--- config.mk ---
export PLATFORM = sky130hd
export DESIGN_NAME = fsp_status_top
export DESIGN_NICKNAME = d
export VERILOG_FILES = /design/src/hw/fsp_pkg.sv /design/src/hw/fsp_status_top.sv /design/src/hw/fsp_pin_sync.sv /design/src/hw/fsp_op_timer.sv
export VERILOG_INCLUDE_DIRS = /design/src /design/src/hw
export SDC_FILE = /design/constraint.sdc
export NUM_CORES = 1
export LEC_CHECK = 0
export ABC_AREA = 1
export BUFFER_PORTS_ARGS = -buffer_cell sky130_fd_sc_hd__buf_2
export CAP_MARGIN = 15
export CORE_MARGIN = 10
export CORE_UTILIZATION = 45
export CTS_CLUSTER_SIZE = 12
export DETAILED_ROUTE_END_ITERATION = 12
export GPL_TIMING_DRIVEN = 0
export SLEW_MARGIN = 0
export SYNTH_ARGS = -nofsm -noshare
export SYNTH_HDL_FRONTEND = slang
export SYNTH_SLANG_ARGS = --single-unit
--- constraint.sdc ---
create_clock -name clk_in -period 5.7 [get_ports clk_in]
set_input_delay 0.57 -clock clk_in [delete_from_list [all_inputs] [get_ports clk_in]]
set_output_delay 0.57 -clock clk_in [all_outputs]
set_load 0.05 [all_outputs]
--- src/hw/fsp_cfg.svh ---
`ifndef FSP_CFG_SVH
`define FSP_CFG_SVH

// opcodes
`define FSP_OP_STATUS_WRITE 8'h01
`define FSP_OP_PAGE_PROGRAM 8'h02
`define FSP_OP_WRITE_DISABLE 8'h04
`define FSP_OP_READ_STATUS 8'h05
`define FSP_OP_WRITE_ENABLE 8'h06
`define FSP_OP_SECTOR_ERASE 8'h20
`define FSP_OP_QUAD_ENTRY 8'h38
`define FSP_OP_OTP_ENTRY 8'h3A
`define FSP_OP_VOL_WRITE_ENABLE 8'h50
`define FSP_OP_HALF_BLOCK_ERASE 8'h52
`define FSP_OP_CHIP_ERASE 8'hC7
`define FSP_OP_BLOCK_ERASE 8'hD8
`define FSP_OP_QUAD_EXIT 8'hFF

// frame lengths in bits
`define FSP_CNT_W 6
`define FSP_BITS_OPCODE 6'h08
`define FSP_BITS_STATUS_WRITE 6'h10
`define FSP_BITS_ADDR 6'h20
`define FSP_BITS_PROGRAM_MIN 6'h28
`define FSP_BITS_MAX 6'h3F
`define FSP_STEP_SINGLE 6'h01
`define FSP_STEP_QUAD 6'h04

// status byte positions, both layouts
`define FSP_SR_WIP 0
`define FSP_SR_WEL 1
`define FSP_SR_SECURITY_LOCK_2 1
`define FSP_SR_SECURITY_LOCK_1 2
`define FSP_SR_TB 3
`define FSP_SR_GRAN 4
`define FSP_SR_BP_HI 5
`define FSP_SR_BP_LO 2
`define FSP_SR_EBL 6
`define FSP_SR_PIN_DISABLE 6
`define FSP_SR_SRP 7
`define FSP_SR_SECURITY_LOCK_0 7

// pin synchroniser: {cs_n, guard_n, pause_n, sclk, dq[3:0]}
`define FSP_PIN_W 8
`define FSP_PIN_RST 8'hE0

// self-timed status write
`define FSP_CLK_PERIOD_NS 10
`define FSP_STATUS_WRITE_NS 5000000
`define FSP_STATUS_WRITE_CYCLES (`FSP_STATUS_WRITE_NS / `FSP_CLK_PERIOD_NS)
`define FSP_TIMER_W 32

`endif

--- src/hw/fsp_pkg.sv ---
package fsp_pkg;

  // device operating layout
  typedef enum logic {MODE_NORMAL, MODE_OTP} fsp_mode_t;

  // link width
  typedef enum logic {WIDTH_SINGLE, WIDTH_QUAD} fsp_width_t;

  // array operation handed to the datapath
  typedef enum logic [2:0] {
    ARR_PROGRAM,
    ARR_SECTOR_ERASE,
    ARR_HALF_BLOCK_ERASE,
    ARR_BLOCK_ERASE,
    ARR_CHIP_ERASE
  } fsp_arr_kind_t;

  // normal-mode protection fields
  typedef struct packed {
    logic status_lock;
    logic boot_lock_enable;
    logic [3:0] block_protect;
  } fsp_prot_t;

  // one-time-program fields
  typedef struct packed {
    logic security_lock_0;
    logic pin_disable;
    logic granularity_select;
    logic top_bottom_select;
    logic security_lock_1;
    logic security_lock_2;
  } fsp_otp_t;

  // array request
  typedef struct packed {
    fsp_arr_kind_t kind;
    logic [23:0] addr;
  } fsp_arr_req_t;

endpackage

--- src/hw/fsp_status_top.sv ---
`timescale 1ns/1ps
`default_nettype none
`include "fsp_cfg.svh"
module fsp_status_top
#(
  parameter logic [`FSP_TIMER_W-1:0] STATUS_WRITE_CYCLES =
    `FSP_STATUS_WRITE_CYCLES
)
(
  // clock and reset
  input wire logic clk_in,
  input wire logic rst_n_in,
  // serial link pins
  input wire logic sclk_in,
  input wire logic device_select_n_in,
  input wire logic [3:0] dq_in,
  output logic [3:0] dq_out,
  output logic [3:0] dq_oe_out,
  input wire logic write_guard_n_in,
  input wire logic pause_n_in,
  // array datapath handshake
  output logic arr_start_out,
  output fsp_pkg::fsp_arr_req_t arr_req_out,
  input wire logic arr_done_in,
  // protection state to the datapath
  output fsp_pkg::fsp_prot_t prot_out,
  output fsp_pkg::fsp_otp_t otp_out,
  output logic write_enable_latch_out,
  output logic write_in_progress_out,
  output logic hardware_protected_mode_out,
  output logic quad_peripheral_mode_out,
  output logic otp_mode_out,
  output logic link_hold_out
);

  // synced pins
  logic [`FSP_PIN_W-1:0] pins_s;
  logic cs_n_s, guard_n_s, pause_n_s, sclk_s;
  logic [3:0] dq_s;
  logic sclk_d_reg, cs_n_d_reg;

  // state registers
  fsp_pkg::fsp_mode_t mode_reg;
  fsp_pkg::fsp_width_t width_reg;
  fsp_pkg::fsp_prot_t prot_reg;
  fsp_pkg::fsp_otp_t otp_reg;
  fsp_pkg::fsp_arr_req_t req_reg;
  logic wel_reg, vol_en_reg, arr_busy_reg, arr_start_reg;
  logic pend_otp_reg;
  logic [7:0] pend_data_reg;

  // link shift state
  logic [`FSP_CNT_W-1:0] cnt_reg, cnt_next, step;
  logic [31:0] in_sr_reg, in_sr_next;
  logic [7:0] op_reg, data_reg;
  logic [23:0] addr_reg;
  logic [7:0] tx_sr_reg;
  logic [3:0] tx_left_reg;
  logic [3:0] dout_reg;

  // decoded wires
  logic quad, otp, hold, guard_low, hardware_protected_mode, write_in_progress, busy, selected;
  logic sclk_rise, sclk_fall, cs_fall, cs_rise, rd_active, tx_load;
  logic [7:0] status_byte, tx_src;
  logic tmr_busy, tmr_done, tmr_start;
  logic frame_ok, exact8, exact16, exact32;
  logic cmd_write_enable_cmd, cmd_write_disable_cmd, cmd_vwren, cmd_qen, cmd_qex, cmd_otp;
  logic cmd_status_write_cmd, status_write_cmd_nv, status_write_cmd_vol;
  logic cmd_pp, cmd_se, cmd_hbe, cmd_be, cmd_ce, cmd_arr;
  fsp_pkg::fsp_arr_kind_t arr_kind;
  logic apply_now, apply_otp;
  logic [7:0] apply_data;
  fsp_pkg::fsp_otp_t otp_merged;

  // saturating bit counter advance
  function automatic logic [`FSP_CNT_W-1:0] cnt_add
  (
    input logic [`FSP_CNT_W-1:0] cur,
    input logic [`FSP_CNT_W-1:0] inc
  );
    logic [`FSP_CNT_W:0] sum;
    sum = {1'b0, cur} + {1'b0, inc};
    cnt_add = sum[`FSP_CNT_W] ? `FSP_BITS_MAX : sum[`FSP_CNT_W-1:0];
  endfunction

  fsp_pin_sync u_sync
  (
    .clk_in(clk_in),
    .rst_n_in(rst_n_in),
    .raw_in({device_select_n_in, write_guard_n_in, pause_n_in, sclk_in,
      dq_in}),
    .sync_out(pins_s)
  );

  fsp_op_timer #(.CYCLES(STATUS_WRITE_CYCLES)) u_wr_timer
  (
    .clk_in(clk_in),
    .rst_n_in(rst_n_in),
    .start_in(tmr_start),
    .busy_out(tmr_busy),
    .done_out(tmr_done)
  );

  // pin split and mode decode
  assign cs_n_s = pins_s[7];
  assign guard_n_s = pins_s[6];
  assign pause_n_s = pins_s[5];
  assign sclk_s = pins_s[4];
  assign dq_s = pins_s[3:0];
  assign quad = (width_reg == fsp_pkg::WIDTH_QUAD);
  assign otp = (mode_reg == fsp_pkg::MODE_OTP);
  assign step = quad ? `FSP_STEP_QUAD : `FSP_STEP_SINGLE;

  // guard and pause pins, ignored once pin disable is set or in quad
  assign hold = !pause_n_s && !otp_reg.pin_disable && !quad;
  assign guard_low = !guard_n_s && !otp_reg.pin_disable && !quad;
  assign hardware_protected_mode = prot_reg.status_lock && guard_low;

  // busy sources
  assign write_in_progress = tmr_busy || arr_busy_reg;
  assign busy = write_in_progress;

  // link edges, serial clock edges frozen while paused
  assign selected = !cs_n_s;
  assign sclk_rise = selected && !hold && sclk_s && !sclk_d_reg;
  assign sclk_fall = selected && !hold && !sclk_s && sclk_d_reg;
  assign cs_fall = !cs_n_s && cs_n_d_reg;
  assign cs_rise = cs_n_s && !cs_n_d_reg;

  // input shifting, four lines in quad mode
  assign cnt_next = cnt_add(cnt_reg, step);
  assign in_sr_next = quad ? {in_sr_reg[27:0], dq_s}
                           : {in_sr_reg[30:0], dq_s[0]};

  // edge history
  always_ff @(posedge clk_in)
  begin
    if (!rst_n_in)
    begin
      sclk_d_reg <= 1'b0;
      cs_n_d_reg <= 1'b1;
    end
    else
    begin
      sclk_d_reg <= sclk_s;
      cs_n_d_reg <= cs_n_s;
    end
  end

  // receive: opcode, data byte and address captured at fixed counts
  always_ff @(posedge clk_in)
  begin
    if (!rst_n_in)
    begin
      cnt_reg <= '0;
      in_sr_reg <= '0;
      op_reg <= 8'h00;
      data_reg <= 8'h00;
      addr_reg <= 24'h000000;
    end
    else if (cs_fall || cs_rise)
      cnt_reg <= '0; // stale count would drive pins at next select
    else if (sclk_rise)
    begin
      cnt_reg <= cnt_next;
      in_sr_reg <= in_sr_next;
      if (cnt_next == `FSP_BITS_OPCODE)
        op_reg <= in_sr_next[7:0];
      if (cnt_next == `FSP_BITS_STATUS_WRITE)
        data_reg <= in_sr_next[7:0];
      if (cnt_next == `FSP_BITS_ADDR)
        addr_reg <= in_sr_next[23:0];
    end
  end

  // status byte in the active layout
  assign status_byte = otp
    ? {otp_reg.security_lock_0, otp_reg.pin_disable, 1'b0,
       otp_reg.granularity_select, otp_reg.top_bottom_select,
       otp_reg.security_lock_1, otp_reg.security_lock_2, write_in_progress}
    : {prot_reg.status_lock, prot_reg.boot_lock_enable,
       prot_reg.block_protect, wel_reg, write_in_progress};

  // read-status output, any time, repeated while selected
  assign rd_active = selected && (cnt_reg >= `FSP_BITS_OPCODE)
    && (op_reg == `FSP_OP_READ_STATUS);
  assign tx_load = (tx_left_reg == 4'h0);
  assign tx_src = tx_load ? status_byte : tx_sr_reg;

  // msb first on each falling serial clock edge
  always_ff @(posedge clk_in)
  begin
    if (!rst_n_in || cs_fall)
    begin
      tx_sr_reg <= 8'h00;
      tx_left_reg <= 4'h0;
      dout_reg <= 4'h0;
    end
    else if (sclk_fall && rd_active)
    begin
      dout_reg <= quad ? tx_src[7:4] : {3'b000, tx_src[7]};
      tx_sr_reg <= quad ? {tx_src[3:0], 4'h0} : {tx_src[6:0], 1'b0};
      tx_left_reg <= (tx_load ? 4'h8 : tx_left_reg)
        - (quad ? 4'h4 : 4'h1);
    end
  end

  // pin drive: DQ1 in single mode, all four in quad
  assign dq_out = quad ? dout_reg : {2'b00, dout_reg[0], 1'b0};
  assign dq_oe_out = !rd_active ? 4'h0 : (quad ? 4'hF : 4'h2);

  // frame end decode, only whole frames while idle
  assign frame_ok = cs_rise && !busy;
  assign exact8 = (cnt_reg == `FSP_BITS_OPCODE);
  assign exact16 = (cnt_reg == `FSP_BITS_STATUS_WRITE);
  assign exact32 = (cnt_reg == `FSP_BITS_ADDR);
  assign cmd_write_enable_cmd = frame_ok && exact8 && op_reg == `FSP_OP_WRITE_ENABLE;
  assign cmd_write_disable_cmd = frame_ok && exact8
    && op_reg == `FSP_OP_WRITE_DISABLE;
  assign cmd_vwren = frame_ok && exact8
    && op_reg == `FSP_OP_VOL_WRITE_ENABLE;
  assign cmd_qen = frame_ok && exact8 && !quad
    && op_reg == `FSP_OP_QUAD_ENTRY;
  assign cmd_qex = frame_ok && exact8 && quad
    && op_reg == `FSP_OP_QUAD_EXIT;
  assign cmd_otp = frame_ok && exact8 && op_reg == `FSP_OP_OTP_ENTRY;

  // status write: latch or volatile enable, refused in protected mode
  assign cmd_status_write_cmd = frame_ok && exact16 && op_reg == `FSP_OP_STATUS_WRITE
    && (wel_reg || vol_en_reg) && !hardware_protected_mode;
  assign status_write_cmd_nv = cmd_status_write_cmd && !vol_en_reg;
  assign status_write_cmd_vol = cmd_status_write_cmd && vol_en_reg;
  assign tmr_start = status_write_cmd_nv;

  // array commands, all gated by the latch
  assign cmd_pp = frame_ok && wel_reg && op_reg == `FSP_OP_PAGE_PROGRAM
    && cnt_reg >= `FSP_BITS_PROGRAM_MIN;
  assign cmd_se = frame_ok && wel_reg && exact32
    && op_reg == `FSP_OP_SECTOR_ERASE;
  assign cmd_hbe = frame_ok && wel_reg && exact32
    && op_reg == `FSP_OP_HALF_BLOCK_ERASE;
  assign cmd_be = frame_ok && wel_reg && exact32
    && op_reg == `FSP_OP_BLOCK_ERASE;
  assign cmd_ce = frame_ok && wel_reg && exact8
    && op_reg == `FSP_OP_CHIP_ERASE
    && prot_reg.block_protect == 4'h0;
  assign cmd_arr = cmd_pp || cmd_se || cmd_hbe || cmd_be || cmd_ce;
  assign arr_kind = cmd_pp ? fsp_pkg::ARR_PROGRAM
    : cmd_se ? fsp_pkg::ARR_SECTOR_ERASE
    : cmd_hbe ? fsp_pkg::ARR_HALF_BLOCK_ERASE
    : cmd_be ? fsp_pkg::ARR_BLOCK_ERASE
    : fsp_pkg::ARR_CHIP_ERASE;

  // status write lands now (volatile) or at the end of the timed cycle
  assign apply_now = status_write_cmd_vol || tmr_done;
  assign apply_data = status_write_cmd_vol ? data_reg : pend_data_reg;
  assign apply_otp = status_write_cmd_vol ? otp : pend_otp_reg;

  // one-time bits only set; boot lock freezes the two selects
  assign otp_merged = '{
    security_lock_0: otp_reg.security_lock_0
      || apply_data[`FSP_SR_SECURITY_LOCK_0],
    pin_disable: otp_reg.pin_disable || apply_data[`FSP_SR_PIN_DISABLE],
    granularity_select: otp_reg.granularity_select
      || (apply_data[`FSP_SR_GRAN] && !prot_reg.boot_lock_enable),
    top_bottom_select: otp_reg.top_bottom_select
      || (apply_data[`FSP_SR_TB] && !prot_reg.boot_lock_enable),
    security_lock_1: otp_reg.security_lock_1
      || apply_data[`FSP_SR_SECURITY_LOCK_1],
    security_lock_2: otp_reg.security_lock_2
      || apply_data[`FSP_SR_SECURITY_LOCK_2]
  };

  // pending status write data held across the timed cycle
  always_ff @(posedge clk_in)
  begin
    if (!rst_n_in)
    begin
      pend_data_reg <= 8'h00;
      pend_otp_reg <= 1'b0;
    end
    else if (status_write_cmd_nv)
    begin
      pend_data_reg <= data_reg;
      pend_otp_reg <= otp;
    end
  end

  // protection fields, bits one and zero never taken from data in the normal layout, bits five and zero in the one-time layout
  always_ff @(posedge clk_in)
  begin
    if (!rst_n_in)
    begin
      prot_reg <= '0;
      otp_reg <= '0;
    end
    else if (apply_now && apply_otp)
      otp_reg <= otp_merged;
    else if (apply_now)
      prot_reg <= '{
        status_lock: apply_data[`FSP_SR_SRP],
        boot_lock_enable: apply_data[`FSP_SR_EBL],
        block_protect: apply_data[`FSP_SR_BP_HI:`FSP_SR_BP_LO]
      };
  end

  // write enable latch: set by write-enable, cleared on completion
  always_ff @(posedge clk_in)
  begin
    if (!rst_n_in)
      wel_reg <= 1'b0;
    else if (tmr_done || arr_done_in)
      wel_reg <= 1'b0;
    else if (cmd_write_enable_cmd)
      wel_reg <= 1'b1;
    else if (cmd_write_disable_cmd && !otp)
      wel_reg <= 1'b0;
  end

  // volatile enable lasts until the next frame of eight bits or more that ends while idle
  always_ff @(posedge clk_in)
  begin
    if (!rst_n_in)
      vol_en_reg <= 1'b0;
    else if (cmd_vwren)
      vol_en_reg <= 1'b1;
    else if (frame_ok && cnt_reg >= `FSP_BITS_OPCODE)
      vol_en_reg <= 1'b0;
  end

  // operating modes
  always_ff @(posedge clk_in)
  begin
    if (!rst_n_in)
    begin
      mode_reg <= fsp_pkg::MODE_NORMAL;
      width_reg <= fsp_pkg::WIDTH_SINGLE;
    end
    else
    begin
      if (cmd_otp)
        mode_reg <= fsp_pkg::MODE_OTP;
      else if (cmd_write_disable_cmd && otp)
        mode_reg <= fsp_pkg::MODE_NORMAL;
      if (cmd_qen)
        width_reg <= fsp_pkg::WIDTH_QUAD;
      else if (cmd_qex)
        width_reg <= fsp_pkg::WIDTH_SINGLE;
    end
  end

  // array request toward the datapath
  always_ff @(posedge clk_in)
  begin
    if (!rst_n_in)
    begin
      arr_busy_reg <= 1'b0;
      arr_start_reg <= 1'b0;
      req_reg <= '0;
    end
    else
    begin
      arr_start_reg <= cmd_arr;
      if (cmd_arr)
      begin
        arr_busy_reg <= 1'b1;
        req_reg <= '{kind: arr_kind, addr: addr_reg};
      end
      else if (arr_done_in)
        arr_busy_reg <= 1'b0;
    end
  end

  // outputs
  assign arr_start_out = arr_start_reg;
  assign arr_req_out = req_reg;
  assign prot_out = prot_reg;
  assign otp_out = otp_reg;
  assign write_enable_latch_out = wel_reg;
  assign write_in_progress_out = write_in_progress;
  assign hardware_protected_mode_out = hardware_protected_mode;
  assign quad_peripheral_mode_out = quad;
  assign otp_mode_out = otp;
  assign link_hold_out = hold;
endmodule
`default_nettype wire

--- src/hw/fsp_pin_sync.sv ---
`timescale 1ns/1ps
`default_nettype none
`include "fsp_cfg.svh"
module fsp_pin_sync
(
  // clock and reset
  input wire logic clk_in,
  input wire logic rst_n_in,
  // raw pins and synced copy
  input wire logic [`FSP_PIN_W-1:0] raw_in,
  output logic [`FSP_PIN_W-1:0] sync_out
);

  logic [`FSP_PIN_W-1:0] meta_reg;
  logic [`FSP_PIN_W-1:0] sync_reg;

  // two-stage synchroniser, first stage read only by the second
  always_ff @(posedge clk_in)
  begin
    if (!rst_n_in)
    begin
      meta_reg <= `FSP_PIN_RST;
      sync_reg <= `FSP_PIN_RST;
    end
    else
    begin
      meta_reg <= raw_in;
      sync_reg <= meta_reg;
    end
  end

  assign sync_out = sync_reg;

endmodule
`default_nettype wire

--- src/hw/fsp_op_timer.sv ---
`timescale 1ns/1ps
`default_nettype none
`include "fsp_cfg.svh"
module fsp_op_timer
#(
  parameter logic [`FSP_TIMER_W-1:0] CYCLES = `FSP_STATUS_WRITE_CYCLES
)
(
  // clock and reset
  input wire logic clk_in,
  input wire logic rst_n_in,
  // control
  input wire logic start_in,
  output logic busy_out,
  output logic done_out
);

  logic [`FSP_TIMER_W-1:0] cnt_reg;
  logic busy_reg;
  logic last;

  assign last = busy_reg && (cnt_reg == CYCLES - 1'b1);

  // counts one self-timed cycle, start ignored while busy
  always_ff @(posedge clk_in)
  begin
    if (!rst_n_in)
    begin
      cnt_reg <= '0;
      busy_reg <= 1'b0;
    end
    else if (start_in && !busy_reg)
    begin
      cnt_reg <= '0;
      busy_reg <= 1'b1;
    end
    else if (busy_reg)
    begin
      cnt_reg <= cnt_reg + 1'b1;
      busy_reg <= !last;
    end
  end

  assign busy_out = busy_reg;
  assign done_out = last;

endmodule
`default_nettype wire

# Yosys cells after proc, flatten, opt, wreduce, memory -nomap -nowiden
# Cells that the tools add are included.
[word_totals] ram_bits=0 ff_bits=190 romBits=0 latchBits=0 mem_count=0
[classes] n_mul=0 order_cmp=2 mux=30 addsub=3 n_eq_ne=20 bitwise=3 shift=0 div_mod_pow=0 n_reduce_logical=97
[op_table] op="$logic_and A1 B1 Y1" count=49
[op_table] op="$add A32 B1 Y32 const B" count=1
[op_table] op="$eq A32 B19 Y1 const B" count=1
[op_table] op="$mux W8" count=4
[op_table] op="$eq A8 B3 Y1 const B" count=3
[op_table] op="$eq A8 B6 Y1 const B" count=3
[op_table] op="$eq A8 B8 Y1 const B" count=3
[op_table] op="$mux W24" count=1
[op_table] op="$mux W4" count=5
[op_table] op="$mux W3" count=6
[op_table] op="$logic_not A1 Y1" count=17
[op_table] op="$eq A8 B7 Y1 const B" count=2
[op_table] op="$logic_or A1 B1 Y1" count=16
[op_table] op="$mux W1" count=13
[op_table] op="$eq A6 B4 Y1 const B" count=2
[op_table] op="$eq A6 B5 Y1 const B" count=2
[op_table] op="$eq A6 B6 Y1 const B" count=2
[op_table] op="$reduce_bool A2 Y1" count=5
[op_table] op="$reduce_and A3 Y1" count=3
[op_table] op="$eq A8 B1 Y1 const B" count=1
[op_table] op="$eq A8 B2 Y1 const B" count=1
[op_table] op="$logic_not A4 Y1" count=2
[op_table] op="$add A6 B3 Y7" count=1
[op_table] op="$ge A6 B4 Y1 const B" count=1
[op_table] op="6 further kinds" count=11

# Depth between registers and ports, before layout
[depth] depth_word=12 mapped_depth=16 mapped_depth_nobuf=13

# By module
# A second synthesis with hierarchy kept.
[hier_totals] cells_unflattened=1337 area_unflattened_um2=9113.7
[by_module_without_submodules] module="fsp_status_top" cells_each=982 instances=1 area_each_um2=6711.4 seq_area_each_um2=2762.6
[by_module_without_submodules] module="fsp_op_timer" cells_each=305 instances=1 area_each_um2=1920.6 seq_area_each_um2=660.6
[by_module_without_submodules] module="fsp_pin_sync" cells_each=50 instances=1 area_each_um2=481.7 seq_area_each_um2=320.3

# Least setup slack after synthesis
# No wires, ideal clock.
[synth_path] path_type="register to output" startpoint="reg width_reg, in the netlist quad_peripheral_mode_out" endpoint="out dq_oe_out[2]" arrival_time_ns=3.391 t_required_ns=5.130 n_path_buf=3 path_stages_with_launch=6 path_slack_ns=1.739 cell_sequence="dfxtp_1 > buf_2 > inv_1 > clkbuf_1 > nor4_1 > buf_4"
[synth_via] elab_chain_len=2
[synth_lines] item="start: declaration" line="fsp_status_top.sv:44" source="fsp_pkg::fsp_width_t width_reg;"
[synth_lines] item="start signal: assignment" line="fsp_status_top.sv:337" source="width_reg <= fsp_pkg::WIDTH_SINGLE;"
[synth_lines] item="start signal: assignment" line="fsp_status_top.sv:346" source="width_reg <= fsp_pkg::WIDTH_QUAD;"
[synth_lines] item="start signal: assignment" line="fsp_status_top.sv:348" source="width_reg <= fsp_pkg::WIDTH_SINGLE;"
[synth_lines] item="$mux W4 (2 in series)" line="fsp_status_top.sv:210" source="assign dq_oe_out = !rd_active ? 4'h0 : (quad ? 4'hF : 4'h2);"
[synth_lines] item="end: declaration" line="fsp_status_top.sv:18" source="output logic [3:0] dq_oe_out,"
# Every way passes these cells.

# Worst setup path in the final report
[layout_path] startpoint="reg width_reg, in the netlist quad_peripheral_mode_out" endpoint="reg op_reg[2]"
[layout_via] elab_chain_len=7 word_cells_on_any_way=12 cone_classes="add/sub: 1; eq/ne: 1; mux: 3; reduce/logical: 7"
[layout_lines] item="branches (longest 7 deep; another with $add A6 B3 Y7)"
[layout_lines] item="end signal: assignment" line="fsp_status_top.sv:168" source="op_reg <= in_sr_next[7:0];"
[layout_lines] item="end: declaration" line="fsp_status_top.sv:55" source="logic [7:0] op_reg, data_reg;"
# Several ways; the timed one is not identified.
# A chain may end at the register's enable or synchronous reset.

==> insert_results.sql <==
INSERT INTO impl_metrics (metric_group, metric, value, unit) VALUES
('run_status', 'status', 'complete, no violations', ''),
('logic_synthesis', 'post_synth_main_area_contributors', 'dfxtp_1, nand2_1, nor2_1', ''),
('cts', 'cts.clk_slew.worst_paths', '0.07', 'ns'),
('layout', 'antenna_cells', '0', ''),
('critical_path', 'critical_path.max_stage_delay', '0.58', 'ns'),
('power', 'pwr-share-seq', '50.4', '%'),
('sta', 'timing.slew.headroom', '54.1', '%'),
('worst_hold_path', 'worstHoldPathType', 'input port to register', ''),
('drt', 'drc', '0', ''),
('floorplan', 'effective_utilization_at_floorplan', '45.4', '%'),
('critical_path', 'crit_arrival', '3.80', 'ns'),
('drt', 'detailedRoute.firstIterationViolations', '526', ''),
('cts', 'worst_skew_pair.late_latency', '0.43', 'ns'),
('power', 'cell_internal_pwr', '2.02', 'mW'),
('power', 'leakage', '4.11', 'nW'),
('cts', 'tritoncts', 'done', ''),
('power', 'cellPowerDensity', '260', 'mW/mm^2'),
('sta', 'report.final.slew_viol_count', '0', ''),
('layout', 'max_ffs_per_register', '32', ''),
('sta', 'timing.clock.skew', '0.0109', 'ns'),
('cts', 'clock_tree.root_cell', 'clkbuf_16', ''),
('critical_path', 'critical_path_buf_inv_count', '3', ''),
('cts', 'clock-sinks', '187', ''),
('sta', 'timing.setup.tns', '0', 'ns'),
('floorplan', 'top_level_ports', '65', ''),
('logic_synthesis', 'syn-num-nets', '1241', ''),
('sta', 'postLayoutSetupSlackWorst', '2.21', 'ns'),
('cts', 'ctsLongestPathBuffers', '2', ''),
('sta', 'finalCriticalPeriod', '3.49', 'ns'),
('sta', 'final.period_utilization', '61.2', '%'),
('logic_synthesis', 'yosysSeqAreaShare', '42.7', '%'),
('power', 'power.switching_fraction', '22.4', '%'),
('critical_path', 'worstPathCellList', 'buf_2 -> inv_1 -> clkbuf_1 -> ha_1 -> ha_1 -> nand2_1 -> nand2_1 -> nand2_1 -> nand2_1 -> o21ai_1 -> nor2_4 -> nand4_1 -> o21ai_0 -> nor2_1', ''),
('layout', 'layout.nets', '1324', ''),
('place', 'portBuffers', '64', ''),
('drt', 'ant_nets', '0', ''),
('logic_synthesis', 'async_set_or_reset_flop_fraction_in_the_synthesized_netlist', '0', '%'),
('critical_path', 'worstSetupEndpointType', 'register', ''),
('critical_path', 'required', '6.02', 'ns'),
('logic_synthesis', 'yosys_warnings', '0', ''),
('place', 'dpl.cell_count', '1550', ''),
('critical_path', 'crit_path_frequent_cell', 'nand2_1', ''),
('layout', 'final_cells', '1580', ''),
('cts', 'cts_buffers', '17', ''),
('global_route', 'antenna_found_initial', '0', ''),
('logic_synthesis', 'synth_enable_flop_cells', '0', ''),
('global_route', 'grt_start_max_net_pins', '17', ''),
('cts', 'cts.repair_timing.setup_buffer_count', '0', ''),
('critical_path', 'worst-setup-path-type', 'register to register', ''),
('power', 'clock_power_share', '46.9', '%'),
('critical_path', 'reg2regPathDepth', '14', ''),
('drt', 'drt-vias-per-instance', '4.98', ''),
('cts', 'hold_buffers', '0', ''),
('floorplan', 'core_region_area', '0.0193', 'mm^2'),
('power', 'comb_power_share', '2.7', '%'),
('flow_run', 'drv_cap', '0', ''),
('logic_synthesis', 'netlist.area_leader.share', '42.7', '%'),
('global_route', 'global_route.overflow_total', '0', ''),
('cts', 'cts.repair.resized', '0', ''),
('logic_synthesis', 'synthesis.area', '0.00877', 'mm^2'),
('logic_synthesis', 'syn_avg_cell_area', '7.19', 'um^2'),
('floorplan', 'floorplan.die_area', '0.0255', 'mm^2'),
('worst_hold_path', 'worst_min_path_start', 'dq_in[1]', ''),
('logic_synthesis', 'yosys_register_bits', '187', ''),
('logic_synthesis', 'post-synth-top-area-cell', 'dfxtp_1', ''),
('sta', 'worstMarginPinSlew', '0.689', 'ns'),
('sta', 'fmax', '287', 'MHz'),
('logic_synthesis', 'dominantRegCellSynth', 'dfxtp_1', ''),
('global_route', 'overall_track_demand_over_capacity_in_global_routing', '17.6', '%'),
('drt', 'route.vias.total', '7874', ''),
('sta', 'hold_viol', '0', '');
[synthesized netlist by cell type (all sizes together) (5+ instances only)]
cell type  instances
clkbuf            22
xnor2              9
inv              142
xor2              15
nor2             201
nor3              26
or2               11
a21oi            103
nand2            231
o21ai            120
nand4             45
o211ai             5
nand3             46
buf               34
dfxtp            187
ha                 9
[worst min-delay path, delay by kind of cell]
kind	cells	cell delay [ns]
AND/OR/NAND/NOR	1	0.04
buffers and inverters	2	0.11
[area by class of cell]
cell class                 count  area [um^2]
inverter                     143          539
fill                        1978         9320
sequential                   187         3740
buffer                        56          302
tap                          265          332
clock buffer                  18          429
multi-input combinational    835         4190
clock inverter                12          164
timing repair buffer          64          320
[power groups by stage]
stage | clock network (mW) | logic (mW) | registers, mW
6_report | 1.22 | 0.0702 | 1.32
2_1_floorplan | 0 | 0.0467 | 1.35
4_1_cts | 1.25 | 0.0707 | 1.32
3_3_place_gp | 0 | 0.0703 | 1.35
5_1_grt | 1.30 | 0.0799 | 1.32
3_5_place_dp | 0 | 0.0707 | 1.35
[kinds of logic (layout without fill, tap and decap cells)]
group,count (synthesis),count (layout),share of synthesized area (%)
AND/OR/NAND/NOR,567,567,30.2
adder cells (fa/ha/maj),9,9,1.28
flip-flops,187,187,42.7
buffers and inverters,199,293,9.58
XOR/XNOR,24,24,2.48
AO/OA/AOI/OAI,235,235,13.8
[metal layers]
layer	vias to the layer above	part of all wire [%]	GRT usage, %
met3	19	3.7	3.19
met4	0	0.93	4.00
li1	4105	-	-
met5	-	0	0
met2	140	47	29.7
met1	3610	48	22.9
[how the worst max path moves through the flow]
stage / startpoint / end / slack [ns] / cells past startpoint
after floorplan: quad_peripheral_mode_out$_SDFFE_PN0P_ / dq_oe_out[2] / 1.74 / 5
after global placement: quad_peripheral_mode_out$_SDFFE_PN0P_ / addr_reg[22]$_SDFFE_PN0P_ / 2.26 / 16
after detailed placement: quad_peripheral_mode_out$_SDFFE_PN0P_ / addr_reg[15]$_SDFFE_PN0P_ / 2.27 / 16
after CTS: quad_peripheral_mode_out$_SDFFE_PN0P_ / addr_reg[18]$_SDFFE_PN0P_ / 2.23 / 16
after global routing: quad_peripheral_mode_out$_SDFFE_PN0P_ / op_reg[2]$_SDFFE_PN0P_ / 1.88 / 14
final: quad_peripheral_mode_out$_SDFFE_PN0P_ / op_reg[2]$_SDFFE_PN0P_ / 2.21 / 14
[cell usage in the layout, fill, tap and decap left out, drive strengths merged]
cell type / count
xnor2: 9
a31oi: 3
nand2: 231
nand3b: 2
nor2: 201
a221oi: 1
clkbuf: 40
nor3: 26
xor2: 15
clkinvlp: 4
nand3: 46
o31ai: 1
nor4: 2
buf: 98
o21ai: 120
ha: 9
o2111ai: 1
a211oi: 1
nor3b: 3
nand4: 45
dfxtp: 187
a21oi: 103
clkinv: 2
o211ai: 5
inv: 146
or2: 11
bufinv: 3
[per-stage QoR]
step / area (um^2) / util [%] / total power [mW] / hold slack (ns)
floorplan: 8770 / - / 1.39 / 0.390
global placement: 9430 / 48.7 / 1.42 / 0.398
detailed placement: 9430 / 48.7 / 1.42 / 0.398
CTS: 10000 / 51.8 / 2.63 / 0.301
global route: 10000 / 51.8 / 2.69 / 0.308
finish: 10000 / 51.8 / 2.61 / 0.316
Power figures use the tool's default switching activity.
